File: src/hdl/rppl_regs.svh
// Slot indices, protocol numbers and preset byte values of the loader.
// Assumes inclusion by bare name from the loader and its table.
`ifndef RPPL_REGS_SVH
`define RPPL_REGS_SVH

// Slot positions in the fixed write order
`define RP_SLOT_FIRST 5'h00
`define RP_SLOT_STEP 5'h01
`define RP_SLOT_LAST 5'h17
`define RP_SLOT_TX_CODING 5'h00
`define RP_SLOT_RESERVED 5'h01
`define RP_SLOT_DATA_CTRL 5'h02
`define RP_SLOT_DATA_MOD 5'h03
`define RP_SLOT_SYM_FREQ 5'h04
`define RP_SLOT_SYM0_LOW 5'h06
`define RP_SLOT_SYM1_LOW 5'h08
`define RP_SLOT_PAIR_A_LEN 5'h0B
`define RP_SLOT_PAIR_A_MOD 5'h0E
`define RP_SLOT_PAIR_B_MOD 5'h0F
`define RP_SLOT_RX_CODING 5'h10
`define RP_SLOT_SYNC_LOW 5'h13
`define RP_SLOT_SYNC_MODE 5'h14
`define RP_SLOT_RX_MODE 5'h15
`define RP_SLOT_CORRELATOR 5'h16
`define RP_SLOT_CALIBRATION 5'h17

// Protocol numbers
`define RP_PROTO_A106 8'h00
`define RP_PROTO_A212 8'h01
`define RP_PROTO_A424 8'h02
`define RP_PROTO_A848 8'h03
`define RP_PROTO_B106 8'h04

// Preset values
`define RP_V_ZERO 8'h00
`define RP_V_A_TX_CODING 8'h20
`define RP_V_A_DATA_MOD 8'h50
`define RP_V_A_PAIR_B_MOD 8'h50
`define RP_V_A106_DATA_CTRL 8'h04
`define RP_V_A212_DATA_CTRL 8'h05
`define RP_V_A424_DATA_CTRL 8'h06
`define RP_V_A848_DATA_CTRL 8'h07
`define RP_V_A106_SYM_FREQ 8'h40
`define RP_V_A212_SYM_FREQ 8'h50
`define RP_V_A424_SYM_FREQ 8'h60
`define RP_V_A848_SYM_FREQ 8'h70
`define RP_V_A106_RX_CODING 8'h02
`define RP_V_AHI_RX_CODING 8'h22
`define RP_V_A106_SYNC_LOW 8'h01
`define RP_V_A106_RX_MODE 8'h08
`define RP_V_AHI_RX_MODE 8'h0D
`define RP_V_CORRELATOR 8'h80
`define RP_V_CALIBRATION 8'hB2
`define RP_V_B_TX_CODING 8'h09
`define RP_V_B_DATA_CTRL 8'h04
`define RP_V_B_DATA_MOD 8'h08
`define RP_V_B_SYM_FREQ 8'h04
`define RP_V_B_SYM0_LOW 8'h03
`define RP_V_B_SYM1_LOW 8'h01
`define RP_V_B_PAIR_A_LEN 8'hAB
`define RP_V_B_PAIR_A_MOD 8'h08
`define RP_V_B_RX_CODING 8'h04
`define RP_V_B_SYNC_MODE 8'h02
`define RP_V_B_RX_MODE_PLAIN 8'h1D
`define RP_V_B_RX_MODE_STORED 8'h0D

// Reset values
`define RP_RST_BYTE 8'h00
`define RP_RST_SLOT 5'h00
`define RP_RST_BIT 1'b0

`endif

File: src/hdl/rppl_pkg.sv
// Types shared by the preset loader and its table.
// Assumes the constants header is compiled alongside.
package rppl_pkg;
   typedef logic [7:0] rppl_byte_t;
   typedef logic [4:0] rppl_slot_t;
   typedef enum logic [1:0] {
      RPPL_IDLE,
      RPPL_WRITE,
      RPPL_DONE
   } rppl_state_e;
endpackage

File: src/hdl/rppl_lookup_if.sv
// Lookup channel between the loader sequencer and the preset table.
// Assumes both ends share one clock; the table is combinational.
`timescale 1ns/10ps
interface rppl_lookup_if;
   import rppl_pkg::*;
   rppl_byte_t protocol;
   rppl_slot_t slot;
   logic stored_antenna;
   rppl_byte_t value;
   logic supported;
   modport table_end (
      input protocol, slot, stored_antenna,
      output value, supported
   );
   modport user_end (
      output protocol, slot, stored_antenna,
      input value, supported
   );
endinterface

File: src/hdl/rppl_preset_table.sv
// Preset byte for a given protocol number and slot.
// Assumes the lookup interface; purely combinational.
`timescale 1ns/10ps
`include "rppl_regs.svh"
module rppl_preset_table
   import rppl_pkg::*;
(
   rppl_lookup_if.table_end lk
);
   rppl_byte_t a_ctrl;
   rppl_byte_t a_freq;
   rppl_byte_t a_rx_coding;
   rppl_byte_t a_sync_low;
   rppl_byte_t a_rx_mode;

   // Type A rates differ only in a few bytes
   always_comb begin
      a_ctrl = `RP_V_A106_DATA_CTRL;
      a_freq = `RP_V_A106_SYM_FREQ;
      a_rx_coding = `RP_V_AHI_RX_CODING;
      a_sync_low = `RP_V_ZERO;
      a_rx_mode = `RP_V_AHI_RX_MODE;
      case (lk.protocol)
         `RP_PROTO_A106: begin
            a_rx_coding = `RP_V_A106_RX_CODING;
            a_sync_low = `RP_V_A106_SYNC_LOW;
            a_rx_mode = `RP_V_A106_RX_MODE;
         end
         `RP_PROTO_A212: begin
            a_ctrl = `RP_V_A212_DATA_CTRL;
            a_freq = `RP_V_A212_SYM_FREQ;
         end
         `RP_PROTO_A424: begin
            a_ctrl = `RP_V_A424_DATA_CTRL;
            a_freq = `RP_V_A424_SYM_FREQ;
         end
         `RP_PROTO_A848: begin
            a_ctrl = `RP_V_A848_DATA_CTRL;
            a_freq = `RP_V_A848_SYM_FREQ;
         end
         default: begin
         end
      endcase
   end

   // Slots not named below, the reserved one among them, read zero
   always_comb begin
      lk.value = `RP_V_ZERO;
      lk.supported = 1'b1;
      case (lk.protocol)
         `RP_PROTO_A106, `RP_PROTO_A212, `RP_PROTO_A424,
         `RP_PROTO_A848: begin
            case (lk.slot)
               `RP_SLOT_TX_CODING: lk.value = `RP_V_A_TX_CODING;
               `RP_SLOT_DATA_CTRL: lk.value = a_ctrl;
               `RP_SLOT_DATA_MOD: lk.value = `RP_V_A_DATA_MOD;
               `RP_SLOT_SYM_FREQ: lk.value = a_freq;
               `RP_SLOT_PAIR_B_MOD: lk.value = `RP_V_A_PAIR_B_MOD;
               `RP_SLOT_RX_CODING: lk.value = a_rx_coding;
               `RP_SLOT_SYNC_LOW: lk.value = a_sync_low;
               `RP_SLOT_RX_MODE: lk.value = a_rx_mode;
               `RP_SLOT_CORRELATOR: lk.value = `RP_V_CORRELATOR;
               `RP_SLOT_CALIBRATION: lk.value = `RP_V_CALIBRATION;
               default: lk.value = `RP_V_ZERO;
            endcase
         end
         `RP_PROTO_B106: begin
            case (lk.slot)
               `RP_SLOT_TX_CODING: lk.value = `RP_V_B_TX_CODING;
               `RP_SLOT_DATA_CTRL: lk.value = `RP_V_B_DATA_CTRL;
               `RP_SLOT_DATA_MOD: lk.value = `RP_V_B_DATA_MOD;
               `RP_SLOT_SYM_FREQ: lk.value = `RP_V_B_SYM_FREQ;
               `RP_SLOT_SYM0_LOW: lk.value = `RP_V_B_SYM0_LOW;
               `RP_SLOT_SYM1_LOW: lk.value = `RP_V_B_SYM1_LOW;
               `RP_SLOT_PAIR_A_LEN: lk.value = `RP_V_B_PAIR_A_LEN;
               `RP_SLOT_PAIR_A_MOD: lk.value = `RP_V_B_PAIR_A_MOD;
               `RP_SLOT_RX_CODING: lk.value = `RP_V_B_RX_CODING;
               `RP_SLOT_SYNC_MODE: lk.value = `RP_V_B_SYNC_MODE;
               `RP_SLOT_RX_MODE: begin
                  lk.value = lk.stored_antenna ?
                     `RP_V_B_RX_MODE_STORED : `RP_V_B_RX_MODE_PLAIN;
               end
               `RP_SLOT_CORRELATOR: lk.value = `RP_V_CORRELATOR;
               `RP_SLOT_CALIBRATION: lk.value = `RP_V_CALIBRATION;
               default: lk.value = `RP_V_ZERO;
            endcase
         end
         default: lk.supported = 1'b0;
      endcase
   end
endmodule

File: src/hdl/rppl_loader.sv
// Protocol preset loader: on a load command, writes the preset table
// of the requested protocol into the radio configuration registers.
// Assumes a configuration register file that accepts one byte a cycle
// on the write port and holds the antenna settings elsewhere.
`timescale 1ns/10ps
`include "rppl_regs.svh"
module rppl_loader
   import rppl_pkg::*;
#(
   parameter int SLOT_W = 5,
   parameter int DATA_W = 8,
   parameter int SLOT_COUNT = 24
)
(
   // Clock and reset
   input wire logic sys_clk_in,
   input wire logic rst_b_in,
   // Load command
   input wire logic cmd_valid_in,
   input wire logic [DATA_W-1:0] protocol_in,
   output logic cmd_ready_out,
   output logic cmd_done_out,
   output logic cmd_error_out,
   // Product variant strap
   input wire logic stored_antenna_cfg_in,
   // Configuration register write port
   output logic cfg_wr_out,
   output logic [SLOT_W-1:0] cfg_index_out,
   output logic [DATA_W-1:0] cfg_data_out,
   // Status
   output logic busy_out,
   output logic preset_valid_out,
   output logic [DATA_W-1:0] active_protocol_out,
   output logic stored_antenna_out,
   // Readback of the last written preset
   input wire logic [SLOT_W-1:0] rd_index_in,
   output logic [DATA_W-1:0] rd_data_out
);
   rppl_lookup_if lk ();

   rppl_state_e state_reg;
   rppl_state_e state_next;
   rppl_slot_t slot_reg;
   rppl_byte_t protocol_reg;
   logic strap_taken_reg;
   logic stored_antenna_reg;
   logic wr_reg;
   rppl_slot_t index_reg;
   rppl_byte_t data_reg;
   logic done_reg;
   logic error_reg;
   logic valid_reg;
   rppl_byte_t rd_reg;
   rppl_byte_t shadow [SLOT_COUNT];
   logic take_cmd;
   logic last_slot;

   rppl_preset_table u_table (
      .lk (lk.table_end)
   );

   // Protocol number is looked up while idle to vet a new command
   assign lk.protocol = (state_reg == RPPL_IDLE) ? protocol_in
                                                 : protocol_reg;
   assign lk.slot = slot_reg;
   assign lk.stored_antenna = stored_antenna_reg;

   assign take_cmd = (state_reg == RPPL_IDLE) && cmd_valid_in;
   assign last_slot = (slot_reg == `RP_SLOT_LAST);

   // Variant strap is caught once after reset release, so a strap pin
   // that moves later cannot change a preset halfway through a load
   always_ff @(posedge sys_clk_in) begin
      if (!rst_b_in) begin
         strap_taken_reg <= `RP_RST_BIT;
         stored_antenna_reg <= `RP_RST_BIT;
      end else if (!strap_taken_reg) begin
         strap_taken_reg <= 1'b1;
         stored_antenna_reg <= stored_antenna_cfg_in;
      end
   end

   // Sequencer
   always_comb begin
      state_next = state_reg;
      unique case (state_reg)
         RPPL_IDLE: begin
            if (take_cmd && lk.supported) begin
               state_next = RPPL_WRITE;
            end
         end
         RPPL_WRITE: begin
            if (last_slot) begin
               state_next = RPPL_DONE;
            end
         end
         RPPL_DONE: begin
            state_next = RPPL_IDLE;
         end
      endcase
   end


   // State register; a refused number never leaves idle
   always_ff @(posedge sys_clk_in) begin
      if (!rst_b_in) begin
         state_reg <= RPPL_IDLE;
      end else begin
         state_reg <= state_next;
      end
   end

   // Slot counter walks the table in its fixed order
   always_ff @(posedge sys_clk_in) begin
      if (!rst_b_in) begin
         slot_reg <= `RP_RST_SLOT;
      end else if (state_reg == RPPL_WRITE) begin
         slot_reg <= last_slot ? `RP_SLOT_FIRST
                               : slot_reg + `RP_SLOT_STEP;
      end else begin
         slot_reg <= `RP_SLOT_FIRST;
      end
   end

   // Requested protocol held for the whole load
   always_ff @(posedge sys_clk_in) begin
      if (!rst_b_in) begin
         protocol_reg <= `RP_RST_BYTE;
      end else if (take_cmd && lk.supported) begin
         protocol_reg <= protocol_in;
      end
   end

   // Write port: slot indices cover only the preset, never antenna
   // registers, which the variant keeps in its own store
   always_ff @(posedge sys_clk_in) begin
      if (!rst_b_in) begin
         wr_reg <= `RP_RST_BIT;
         index_reg <= `RP_RST_SLOT;
         data_reg <= `RP_RST_BYTE;
      end else if (state_reg == RPPL_WRITE) begin
         wr_reg <= 1'b1;
         index_reg <= slot_reg;
         data_reg <= lk.value;
      end else begin
         wr_reg <= 1'b0;
      end
   end

   // Completion and refusal pulses
   always_ff @(posedge sys_clk_in) begin
      if (!rst_b_in) begin
         done_reg <= `RP_RST_BIT;
      end else begin
         done_reg <= (state_reg == RPPL_DONE);
      end
   end


   // The number is vetted in the cycle it is taken, so an unknown
   // protocol writes nothing and the next request may follow at once
   always_ff @(posedge sys_clk_in) begin
      if (!rst_b_in) begin
         error_reg <= `RP_RST_BIT;
      end else begin
         error_reg <= take_cmd && !lk.supported;
      end
   end

   // Preset valid falls when a new load starts, rises at completion
   always_ff @(posedge sys_clk_in) begin
      if (!rst_b_in) begin
         valid_reg <= `RP_RST_BIT;
      end else if (take_cmd && lk.supported) begin
         valid_reg <= 1'b0;
      end else if (state_reg == RPPL_DONE) begin
         valid_reg <= 1'b1;
      end
   end


   // Copy of every byte driven on the write port
   // Not reset: a slot reads back a defined value only after a load
   always_ff @(posedge sys_clk_in) begin
      if (wr_reg) begin
         shadow[index_reg] <= data_reg;
      end
   end


   // Readback lags its index by one cycle; indices past the table read 0
   always_ff @(posedge sys_clk_in) begin
      if (!rst_b_in) begin
         rd_reg <= `RP_RST_BYTE;
      end else if (rd_index_in <= `RP_SLOT_LAST) begin
         rd_reg <= shadow[rd_index_in];
      end else begin
         rd_reg <= `RP_RST_BYTE;
      end
   end


   // Ready and busy decode the state; all other outputs, done and error among them, are flip-flops
   assign cmd_ready_out = (state_reg == RPPL_IDLE);
   assign cmd_done_out = done_reg;
   assign cmd_error_out = error_reg;
   assign cfg_wr_out = wr_reg;
   assign cfg_index_out = index_reg;
   assign cfg_data_out = data_reg;
   assign busy_out = (state_reg != RPPL_IDLE);
   assign preset_valid_out = valid_reg;
   assign active_protocol_out = protocol_reg;
   assign stored_antenna_out = stored_antenna_reg;
   assign rd_data_out = rd_reg;
endmodule

File: config.mk
export PLATFORM = sky130hd
export DESIGN_NAME = rppl_loader
export DESIGN_NICKNAME = d
export VERILOG_FILES = /design/src/hdl/rppl_pkg.sv /design/src/hdl/rppl_lookup_if.sv /design/src/hdl/rppl_preset_table.sv /design/src/hdl/rppl_loader.sv
export VERILOG_INCLUDE_DIRS = /design/src /design/src/hdl
export SDC_FILE = /design/constraint.sdc
export NUM_CORES = 1
export LEC_CHECK = 0
export ABC_CLOCK_PERIOD_IN_PS = 3950
export BUFFER_PORTS_ARGS = -buffer_cell sky130_fd_sc_hd__buf_2
export CORE_ASPECT_RATIO = 0.8
export CORE_MARGIN = 5
export CORE_UTILIZATION = 35
export DETAILED_ROUTE_END_ITERATION = 10
export GPL_ROUTABILITY_DRIVEN = 0
export PLACE_DENSITY = 0.48
export SLEW_MARGIN = 20
export SYNTH_ARGS = -nofsm -noshare
export SYNTH_HDL_FRONTEND = slang
export SYNTH_HIERARCHICAL = 1
export SYNTH_SLANG_ARGS = --single-unit
File: constraint.sdc
create_clock -name sys_clk_in -period 3.95 [get_ports sys_clk_in]
set_input_delay 0 -clock sys_clk_in [delete_from_list [all_inputs] [get_ports sys_clk_in]]
set_output_delay 0 -clock sys_clk_in [all_outputs]
set_load 0.02 [all_outputs]
Word-level counts from Yosys, hierarchy flattened
Memories as Yosys holds them, arrays and structs flattened. A register that Yosys moved wholly into a read port is not among the register bits.
Index checks and enable logic that the tools add are counted.
Widths: inputs -> output; s select.
{"block": "totals", "register_bits": 34, "mem_bits_rw": 192, "inputBits": 17, "output_inout_bits": 36, "n_memories": 1}
{"name": "shadow", "depth": 24, "word_bits": 8, "rd": 1, "rd_clocked_by_memory_dff": 1, "write_ports": 1, "line_no": "rppl_loader.sv:54", "text": "rppl_byte_t shadow [SLOT_COUNT];"}
{"block": "op_classes", "addsub": 1, "order_cmp": 1, "eq_ne": 22, "mux": 18, "n_bitwise": 2, "reduce_logical": 18}
{"cell": "$pmux 8 s10", "n": 1}
{"cell": "$pmux 8 s9", "n": 1}
{"cell": "$eq 5x5->1 const B", "n": 6}
{"cell": "$eq 5x4->1 const B", "n": 4}
{"cell": "$pmux 6 s3", "n": 1}
{"cell": "$eq 8x2->1 const B", "n": 2}
{"cell": "$pmux 8 s2", "n": 1}
{"cell": "$pmux 2 s3", "n": 2}
{"cell": "$eq 5x2->1 const B", "n": 2}
{"cell": "$eq 5x3->1 const B", "n": 2}
{"cell": "$eq 8x1->1 const B", "n": 1}
{"cell": "$eq 8x3->1 const B", "n": 1}
{"cell": "$logic_not 8->1", "n": 1}
{"cell": "$mux 8", "n": 1}
{"cell": "$mux 1", "n": 6}
{"cell": "$mux 6", "n": 1}
{"cell": "$reduce_or 2->1", "n": 3}
{"cell": "$reduce_or 3->1", "n": 2}
{"cell": "$add 5x1->5 const B", "n": 1}
{"cell": "$le 5x5->1 const B", "n": 1}
{"cell": "$logic_not 5->1", "n": 1}
{"cell": "$mux 5", "n": 1}
{"cell": "$reduce_or 5->1", "n": 1}
{"cell": "$mux 2", "n": 2}
{"cell": "other kinds (12)", "n": 17}

Longest topological paths before layout
Gate-level depths: netlist of run 1.
{"block": "depth", "word_depth": 8, "ltp_mapped": 13}

By module
Netlist of run 1, hierarchy kept.
{"mod": "rppl_loader", "n_inst": 1, "cells_each": 553, "area_each_um2": 9135.0, "seq_area_each_um2": 6606.3}
{"mod": "rppl_preset_table", "n_inst": 1, "cells_each": 83, "area_each_um2": 530.5, "seq_area_each_um2": 0.0}

Worst setup path before layout of run 1
No wires, ideal clock.
{"block": "synth_path", "path_type": "reg-to-reg", "startpoint": "register state_reg[0]", "endpoint": "register state_reg[1]", "setup_ns": 0.078, "arrival_time_ns": 2.907, "required_time_ns": 3.872, "slack_ns": 0.966, "stages_incl_launch_ff": 14, "path_cell_list": "dfxtp_1 inv_1 ha_1 clkbuf_1 mux2_2 or3_1 nor3_2 nand3_1 nand2_1 nand3_1 clkbuf_1 a21oi_1 nor2_1 nor3_1"}
{"block": "synth_between", "elab_chain_len": 8, "word_cells_on_any_way": 17, "classes_between": "eq/ne: 8; mux: 3; reduce/logical: 6"}
{"element": "start, declared", "line_no": "rppl_loader.sv:41", "text": "rppl_state_e state_reg;"}
{"element": "start signal, assigned", "line_no": "rppl_loader.sv:109", "text": "state_reg <= state_next;"}
{"element": "$logic_not 2->1 *"}
{"element": "named net cmd_ready_out", "line_no": "rppl_loader.sv:21", "text": "output logic cmd_ready_out,"}
{"element": "$mux 8 *", "line_no": "rppl_loader.sv:63", "text": "assign lk.protocol = (state_reg == RPPL_IDLE) ? protocol_in"}
{"element": "named net lk.protocol[3]", "line_no": "rppl_lookup_if.sv:6", "text": "rppl_byte_t protocol;"}
{"element": "$eq 8x1->1, or another cell as far along", "line_no": "rppl_preset_table.sv:50", "text": "case (lk.protocol)"}
{"element": "$reduce_or 5->1 (no source line) *"}
{"element": "$mux 1 *", "line_no": "rppl_preset_table.sv:50"}
{"element": "named net lk.supported", "line_no": "rppl_lookup_if.sv:10", "text": "logic supported;"}
{"element": "$logic_and 1x1->1 *", "line_no": "rppl_loader.sv:88", "text": "if (take_cmd && lk.supported) begin"}
{"element": "$ne 2x1->1 (no source line) *"}
{"element": "$reduce_and 2->1 (no source line) *"}
Mark *: on every way through the listed nets, which the timed path passes. The rest lies on a longest branch.
A chain may end at the register's enable or synchronous reset.

Final worst setup path of run 1
{"block": "layout_path", "startpoint": "register state_reg[1]", "endpoint": "register state_reg[0]"}
{"block": "layout_between", "elab_chain_len": 8, "word_cells_on_any_way": 17, "classes_between": "eq/ne: 8; mux: 3; reduce/logical: 6"}
{"element": "$logic_not 2->1 *", "line_no": "rppl_loader.sv:63"}
{"element": "$mux 8 *", "line_no": "rppl_loader.sv:63"}
{"element": "named net lk.protocol[3]", "line_no": "rppl_lookup_if.sv:6"}
{"element": "$eq 8x1->1, or another cell as far along", "line_no": "rppl_preset_table.sv:50"}
{"element": "$reduce_or 5->1 (no source line) *"}
{"element": "$mux 1 *", "line_no": "rppl_preset_table.sv:50"}
{"element": "named net lk.supported", "line_no": "rppl_lookup_if.sv:10"}
{"element": "$logic_and 1x1->1 *", "line_no": "rppl_loader.sv:88"}
{"element": "$ne 2x1->1 (no source line) *"}
{"element": "$reduce_and 2->1 (no source line) *"}
Marked as above.

==> out/summary.txt, run 1 <==
First drt pass iteration count - 5
Post-layout util - 41.1%
Site row count - 54
Area leader, netlist - edfxtp_1
Clock insertion delay at the later pin of the skew report - 0.52 ns
Clk pwr share - 45.8%
Period utilisation layout - 87.0%
CTS H-tree lvls - 1
Pwr Density - 499 nW/um2
Sw Ratio - 21.7%
Final hold vios - 0
CTS root buf - clkbuf_16
CP endpoint - state_reg[0]
Max_cap viols - 0
Final Total Pwr - 0.00558 W
Number of synthesized register bits - 234
Post-Route WL - 23100 um
Hold Crit Class - in -> reg
Routed len/inst - 21.4 um
Pins Over Slew Limit - 0
Chip Width - 196 um
Seq pwr share - 48.0%
Comb power frac - 6.2%
Top cells by area, synth - edfxtp_1 60%, mux2i_1 8.8%, dfxtp_1 8.7%
Gr usage total - 14.8%
Initial Util - 35.5%
Setup ws final - 0.515 ns
Drt drc - 0
Peak VDD IR - 0.256 mV
Post-synth top area share - 59.7%
Initial antenna violation count - 0
CTS tree - done
IO Pins - 53
Dpl ws - 0.581 ns
Commonest non-fill, non-tap cell in the layout - edfxtp_1
Critical Path RT - 4.37 ns
Max reg flops - 192
Largest net degree at the start of global routing - 44
Post-synthesis sequential area ratio - 68.3%
FMAX - 0.291 GHz
Final min period - 3.43 ns
Beginning of the worst register-to-register path - state_reg[1]
Antenna Cells - 0
Slew @ Worst Pin - 1.11 ns
Resized cells post-CTS - 0
Setup CP Type - reg -> reg
Largest Register - shadow
Nets@finish - 717
Routed vias - 5582
Setup-failing EPs final - 0
Mapped Avg Cell Area - 15.2 um2
CP Data Arrival Time - 3.85 ns
Dpl hpwl - 14400 um
Pint - 0.00437 W
Die ar. - 31100 um2
Worst setup SP type - register
Post-synth EDFFs - 192
PortBufs - 52
Hold WS - 0.144 ns
Area growth syn-to-layout - 15.8%
Worst Skew - 0.0135 ns
Number of global-route vias before repair - 5558
DRT iter0 DRCs - 408
Most frequent cells in the layout - 192 x edfxtp_1, 85 x mux2i_1, 52 x nor2_1, 51 x buf_2, 40 x nand2_1
Synth Net Count - 657
ANT nets after route - 0
TNS Setup - 0 ns
Worst Setup End Kind - register
CTS Buffer Depth - 3
RR Endpoint - state_reg[0]
Asr flop ratio synth - 0%
Leak - 3.98 nW
CORE AREA - 27200 um2
Slew margin rel. - 25.6%
Critical Path Start - state_reg[1]
Die height - 159 um
TritonCTS Sinks - 234
Distinct cell type count after synthesis - 60
Top_reg_cell synth - edfxtp_1
Clock Pin Slew Worst Setup and Hold Paths - 0.06 ns
Gr ovfl total - 0
Mapped cell area - 9670 um2
RSZ-0062 raised after global routing - no
FF-to-FF path depth - 11
Status - finished clean
Yosys warns - 6
Gate Count Post-Synth - 636
P_sw - 0.00121 W
R2r setup slk - 0.52 ns
CP Max Fanout - 16
First-pass GRT wire length - 35100 um
Fraction of layout cells with a size suffix above 1 - 18.7%
Vias per std cell - 5.17
CTS Buf Count - 26
-- synthesized netlist by cell type (3+ instances only) --
cell,number
a21oi_1,28
a22oi_1,23
and3_1,4
buf_12,4
buf_2,13
buf_4,3
buf_6,4
clkbuf_1,8
dfxtp_1,42
edfxtp_1,192
ha_1,4
inv_1,7
mux2_2,8
mux2i_1,85
mux4_1,5
mux4_2,12
nand2_1,40
nand2b_1,3
nand3_1,17
nand3b_1,8
nor2_1,53
nor3_1,5
o211ai_1,3
o21ai_0,6
o21ai_1,4
o221ai_1,6
o2bb2ai_1,3
or3_1,3
or3b_1,4
-- metal layers --
metal | vias to the layer above | track usage [%] | routed length [um]
met5 | - | 0 | 0
met4 | 0 | 3.66 | 522
met3 | 33 | 2.58 | 1080
met2 | 146 | 22.7 | 10200
met1 | 2814 | 22.1 | 11400
li1 | 2589 | - | -
-- power groups by stage --
stage / Clock, W / Combinational [W] / Sequential [W]
finish: 0.00256 / 0.000346 / 0.00268
global route: 0.00272 / 0.000372 / 0.00268
CTS: 0.00260 / 0.000346 / 0.00268
detailed placement: 0 / 0.000337 / 0.00273
global placement: 0 / 0.000334 / 0.00273
floorplan: 0 / 0.000251 / 0.00273
-- timing repair --
| action | 4_1_cts | 5_1_grt |
|---|---|---|
| setup buffers | 0 | 0 |
| hold endpoints to repair | 16 | 0 |
| endpoints found under the setup margin | 0 | 0 |
| hold buffers | 11 | 0 |
-- cells by family after synthesis --
group / share of synthesized area, %
AND/OR/NAND/NOR: 7.61
flip-flops: 68.3
XOR/XNOR: 0.272
multiplexers: 13.9
buffers and inverters: 2.98
adder cells (fa/ha/maj): 0.518
AO/OA/AOI/OAI: 6.38
-- worst max-delay path, stage by stage (launching register included) --
cell and delay [ns]:
dfxtp_1 0.33, inv_1 0.09, ha_1 0.51, mux2_2 0.39
or3_1 0.42, nor3_2 0.22, nand3_1 0.22, nand2_1 0.16
nand3_1 0.35, a22oi_1 0.36, nor2_1 0.07, a211oi_1 0.22
-- through the flow --
stage                     cell area [um2]  std cells
after floorplan                      9670        636
after global placement              10200       1021
after detailed placement            10200       1021
after CTS                           11200       1080
after global routing                11200       1080
final                               11200       1080
-- final cells by class --
class / count / area, um2
fillers: 2480 / 16000
flip-flops and latches: 234 / 6610
multi-input cells: 358 / 2770
clock buffers: 28 / 679
well taps: 364 / 455
repair buffers: 66 / 395
clock inverters: 20 / 239
inverters: 10 / 37.5
-- worst min-delay path by stage --
stage                     startpoint  cells after the start  slack [ns]                  to
6_report              rd_index_in[3]                      3        0.14      rd_data_out[6]
4_1_cts               rd_index_in[3]                      3        0.11      rd_data_out[6]
3_3_place_gp   stored_antenna_cfg_in                      3        0.24  stored_antenna_out
2_1_floorplan               rst_b_in                      0        0.03     strap_taken_reg
5_1_grt               rd_index_in[4]                      3        0.19      rd_data_out[4]
3_5_place_dp   stored_antenna_cfg_in                      3        0.24  stored_antenna_out
(Power assumes the default switching activity.)
==> run 2, diff against run 1 <==
- PLACE_DENSITY: 0.48 -> not set
==> run 2 against run 1 <==
Flip-flop and latch count unchanged; register-to-register slack gained 0.07 ns; cell count barely moved; maximum frequency up 2.2%; first-iteration DRC count up 22%; clock-buffer cell count rose by 9; core utilization is 0.092 points lower; via count is 0.43% lower; die area did not move; sequential share of layout area up 0.13 points; critical path type unchanged; critical endpoint unchanged.
==> out/summary.txt, run 2 (synthesis results as in run 1) <==
Gr ovfl total - 0 (unchanged)
CTS H-tree lvls - 1 (unchanged)
Post-Route WL - 21600 um (-6.9%)
Site row count - 54 (unchanged)
Setup CP Type - reg -> reg
Worst Skew - 0.0133 ns (-0.000253 ns)
Largest net degree at the start of global routing - 53 (+20%)
Clock insertion delay at the later pin of the skew report - 0.52 ns (about the same)
Pins Over Slew Limit - 0 (unchanged)
Post-route cell area - 11200 um2 (-0.22%)
Pwr Density - 487 nW/um2 (-2.4%)
PortBufs - 52 (unchanged)
Dpl cell area - 10200 um2 (+0.20%)
Slew margin rel. - 25.4% (-0.24 points)
Dpl hpwl - 13300 um (-7.8%)
Die ar. - 31100 um2 (unchanged)
CTS Buffer Depth - 3 (unchanged)
TNS Setup - 0 ns (unchanged)
ANT nets after route - 0 (unchanged)
Setup-failing EPs final - 0 (unchanged)
Peak VDD IR - 0.269 mV (+5.2%)
CTS Buf Count - 25 (-3.8%)
Routed len/inst - 20.0 um (-6.8%)
Commonest non-fill, non-tap cell in the layout - edfxtp_1
CTS tree - done
CP Max Fanout - 16 (unchanged)
Gr usage total - 13.8% (-1.0 points)
Final hold vios - 0 (unchanged)
CP Data Arrival Time - 3.77 ns (-0.08 ns)
Worst setup SP type - register
Drt drc - 0 (unchanged)
DRT iter0 DRCs - 499 (+22%)
Hold WS - 0.104 ns (-0.0394 ns)
Status - finished clean
Max_cap viols - 0 (unchanged)
Slew @ Worst Pin - 1.12 ns (+0.00361 ns)
Clock Pin Slew Worst Setup and Hold Paths - 0.06 ns (about the same)
Die height - 159 um (unchanged)
Nets@finish - 717 (unchanged)
Number of global-route vias before repair - 5311 (-4.4%)
Max reg flops - 192 (unchanged)
Setup bufs post-CTS - 0 (unchanged)
Area growth syn-to-layout - 15.5%
Most frequent cells in the layout - 192 x edfxtp_1, 85 x mux2i_1, 53 x nor2_1, 51 x buf_2, 40 x nand2_1
FMAX - 0.297 GHz (+2.2%)
Hold Crit Class - in -> reg
Vias per std cell - 5.15 (-0.34%)
Antenna Cells - 0 (unchanged)
CTS root buf - clkbuf_16
CORE AREA - 27200 um2 (unchanged)
Initial Util - 35.5% (unchanged)
Leak - 3.98 nW (about the same)
Routed vias - 5558 (-0.43%)
Period utilisation layout - 85.1% (-1.8 points)
Initial antenna violation count - 0 (unchanged)
TritonCTS Sinks - 234 (unchanged)
Largest Register - shadow
First drt pass iteration count - 5 (unchanged)
IO Pins - 53 (unchanged)
RSZ-0062 raised after global routing - no
Fraction of layout cells with a size suffix above 1 - 18.5% (-0.25 points)
Worst Setup End Kind - register
First-pass GRT wire length - 33100 um (-5.8%)
Critical Path RT - 4.36 ns (about the same)
Chip Width - 196 um (unchanged)
Final min period - 3.36 ns (-0.0723 ns)
[run 2: cell count changes in the layout (fill, tap and decap cells not counted)]
| cell | delta |
|---|---|
| inv_6 | +2 |
| clkinv_8 | +1 |
| clkbuf_8 | +5 |
| clkbuf_1 | +3 |
| clkinv_2 | -2 |
| buf_12 | +1 |
| bufinv_16 | -4 |
| clkinv_4 | -2 |
| clkinv_1 | -3 |
| nor2_1 | +1 |
| clkbuf_16 | +1 |
| clkinvlp_4 | -3 |
| nor2_2 | -1 |
[run 2: worst paths after layout]
path / cells after the start / startpoint / end / slack, ns
worst max register to register: 11 / state_reg[0] / state_reg[0] / 0.59
worst min register to register: 2 / active_protocol_out[5] / active_protocol_out[5] / 0.47
worst min-delay path: 3 / rd_index_in[3] / rd_data_out[1] / 0.10
worst max-delay path: 11 / state_reg[0] / state_reg[0] / 0.59
[run 2: metal layers]
layer  up-vias  wire, um  global-route usage, %
li1       2568         -                      -
met1      2769     10600                   21.3
met2       197      9490                   21.0
met3        24      1240                   2.24
met4         0       272                   2.36
met5         -         0                      0
[run 2: where the power goes]
part	leakage [nW]	switching (W)	internal, W
combinational	1.38	0.000202	0.000142
sequential	2.17	0.0000192	0.00266
clock	0.432	0.000962	0.00145
total	3.98	0.00118	0.00425
[run 2: final cells by class]
type	count	area, um2
Sequential cell	234	6610
Timing Repair Buffer	67	415
Clock inverter	9	91.3
Inverter	10	37.5
Multi-Input combinational cell	358	2770
Fill cell	2484	16100
Clock buffer	37	785
Tap cell	364	455
[run 2: timing repair]
item	4_1_cts	5_1_grt
endpoints found under the hold margin	16	0
hold buffers	11	0
gates resized for setup	0	0
[run 2: per-stage QoR]
step / instances / util [%] / total power (W) / setup slack [ns]
floorplan: 636 / - / 0.00299 / 0.966
CTS: 1079 / 41.0 / 0.00547 / 0.569
global placement: 1022 / 37.4 / 0.00306 / 0.678
global route: 1079 / 41.0 / 0.00562 / 0.247
finish: 1079 / 41.0 / 0.00543 / 0.588
detailed placement: 1022 / 37.4 / 0.00306 / 0.588
[run 2: worst max-delay path, cell delays in order, from the launching register on]
cell      delay [ns]
dfxtp_1         0.33
inv_1           0.08
ha_1            0.52
mux2_2          0.39
or3_1           0.42
nor3_2          0.21
nand3_1         0.19
nand2_1         0.14
nand3_1         0.33
a22oi_1         0.35
nor2_1          0.06
a211oi_1        0.22
==> run 3, diff against run 2 <==
- CORE_ASPECT_RATIO: 0.8 -> not set
- CORE_UTILIZATION: 35 -> 61
- MAX_ROUTING_LAYER: not set -> met4
- PLACE_DENSITY: not set -> 0.8
==> run 3 against run 2 <==
Critical path depth stayed put; die area down 41%; register-to-register slack is essentially flat; critical path type unchanged; critical endpoint unchanged; largest power group unchanged.
==> out/summary.txt, run 3 (synthesis results as in run 1) <==
Status - finished clean
Peak VDD IR - 0.327 mV (+22%)
Slew margin rel. - 27.2% (+1.8 points)
TritonCTS Sinks - 234 (unchanged)
Worst Skew - 0.0178 ns (+0.00452 ns)
Largest Register - shadow
Post-route cell area - 10800 um2 (-3.5%)
IO Pins - 53 (unchanged)
CTS Buffer Depth - 3 (unchanged)
Area growth syn-to-layout - 11.4%
Setup-failing EPs final - 0 (unchanged)
ANT nets after route - 0 (unchanged)
CTS Buf Count - 23 (-8.0%)
Nets@finish - 713 (-0.56%)
Die ar. - 18500 um2 (-41%)
TNS Setup - 0 ns (unchanged)
Clock insertion delay at the later pin of the skew report - 0.51 ns (about the same)
Number of global-route vias before repair - 5543 (+4.4%)
Commonest non-fill, non-tap cell in the layout - edfxtp_1
Dpl hpwl - 12300 um (-7.8%)
CTS root buf - clkbuf_16
Pins Over Slew Limit - 0 (unchanged)
Worst setup SP type - register
CORE AREA - 15700 um2 (-42%)
Drt drc - 0 (unchanged)
Dpl ws - 0.650 ns (+0.0613 ns)
Critical Path RT - 4.34 ns (-0.02 ns)
Period utilisation layout - 85.1% (about the same)
RSZ-0062 raised after global routing - no
Setup ws final - 0.589 ns (+0.00176 ns)
Hold Crit Class - in -> reg
Max reg flops - 192 (unchanged)
Gr ovfl total - 0 (unchanged)
Chip Width - 136 um (-31%)
Post-Route WL - 20000 um (-7.4%)
Non-Filler Instances - 924 (-14%)
Routed vias - 5567 (+0.16%)
Gr usage total - 22.8% (+9.0 points)
Setup CP Type - reg -> reg
First-pass GRT wire length - 31000 um (-6.3%)
Filler cells - 1052 (-58%)
Site row count - 46 (-15%)
Most frequent cells in the layout - 192 x edfxtp_1, 85 x mux2i_1, 53 x nor2_1, 51 x buf_2, 42 x dfxtp_1
FMAX - 0.298 GHz (about the same)
Die height - 136 um (-14%)
Fraction of layout cells with a size suffix above 1 - 16.4% (-2.1 points)
Final hold vios - 0 (unchanged)
Initial Util - 61.5% (+26 points)
PortBufs - 52 (unchanged)
Clock Pin Slew Worst Setup and Hold Paths - 0.06 ns (about the same)
DRT iter0 DRCs - 533 (+6.8%)
Initial antenna violation count - 0 (unchanged)
Dpl cell area - 9960 um2 (-2.1%)
CTS tree - done
Worst hold path cell count - 3 (unchanged)
Largest net degree at the start of global routing - 60 (+13%)
Multi-input gate area - 2770 um2 (unchanged)
Final min period - 3.36 ns (-0.00176 ns)
First drt pass iteration count - 5 (unchanged)
FF-to-FF path depth - 11 (unchanged)
Max_cap viols - 0 (unchanged)
Post-Place Cells - 872 (-15%)
Leak - 3.88 nW (-2.6%)
Slew @ Worst Pin - 1.09 ns (-0.0298 ns)
Antenna Cells - 0 (unchanged)
Pwr Density - 466 nW/um2 (-4.2%)
CP Max Fanout - 16 (unchanged)
CP Data Arrival Time - 3.75 ns (-0.02 ns)
Worst Setup End Kind - register
CTS H-tree lvls - 1 (unchanged)
Reg area - 6610 um2 (about the same)
Vias per std cell - 6.02 (+17%)
Routed len/inst - 21.6 um (+8.1%)
-- run 3: changes by cell type in the layout (fill, tap and decap cells not counted), sizes merged --
cell / previous run / this run
buf: 56 / 54
bufinv: 1 / 0
clkbuf: 37 / 31
clkinv: 6 / 11
clkinvlp: 1 / 0
inv: 11 / 9
-- run 3: metrics by stage --
step	hold WS (ns)	util [%]	power, W
CTS	0.0981	68.5	0.00505
finish	0.121	68.5	0.00502
global placement	0.243	63.4	0.00304
floorplan	0.0277	-	0.00299
global route	0.121	68.5	0.00518
detailed placement	0.251	63.4	0.00305
-- run 3: layer usage --
metal	part of all wire (%)	vias up	global-route usage, %
li1	-	2560	-
met3	6.6	45	2.74
met2	47	226	35.1
met4	3.2	0	8.23
met1	43	2736	31.9
met5	0	-	-
-- run 3: critical path, stage by stage (launching register included) --
cell	delay [ns]
dfxtp_1	0.33
inv_1	0.08
ha_1	0.51
mux2_2	0.39
or3_1	0.42
nor3_2	0.21
nand3_1	0.23
nand2_1	0.15
nand3_1	0.32
a22oi_1	0.34
nor2_1	0.06
a211oi_1	0.21
-- run 3: cell type report --
| class | instances | share of cell area, % |
|---|---|---|
| Tap cell | 216 | 2.51 |
| Sequential cell | 234 | 61.3 |
| Inverter | 10 | 0.349 |
| Timing Repair Buffer | 65 | 3.60 |
| Clock inverter | 10 | 0.383 |
| Clock buffer | 31 | 6.09 |
| Multi-Input combinational cell | 358 | 25.7 |
-- run 3: what timing repair did --
action	in CTS	in global routing
buffers inserted	0	0
hold buffers	11	0
endpoints found under the hold margin	16	0
resized for setup	0	0
-- run 3: path summary, 6_finish.rpt --
| path | start | end | slack [ns] |
|---|---|---|---|
| max | state_reg[0] | state_reg[0] | 0.59 |
| min | rd_index_in[1] | rd_data_out[2] | 0.12 |
| max reg2reg | state_reg[0] | state_reg[0] | 0.59 |
| min reg2reg | active_protocol_out[1] | active_protocol_out[1] | 0.48 |
-- run 3: power breakdown --
part           leakage, nW  switching [W]  internal [W]
clock network        0.346       0.000861       0.00115
registers             2.17      0.0000191       0.00266
logic                 1.37       0.000192      0.000140
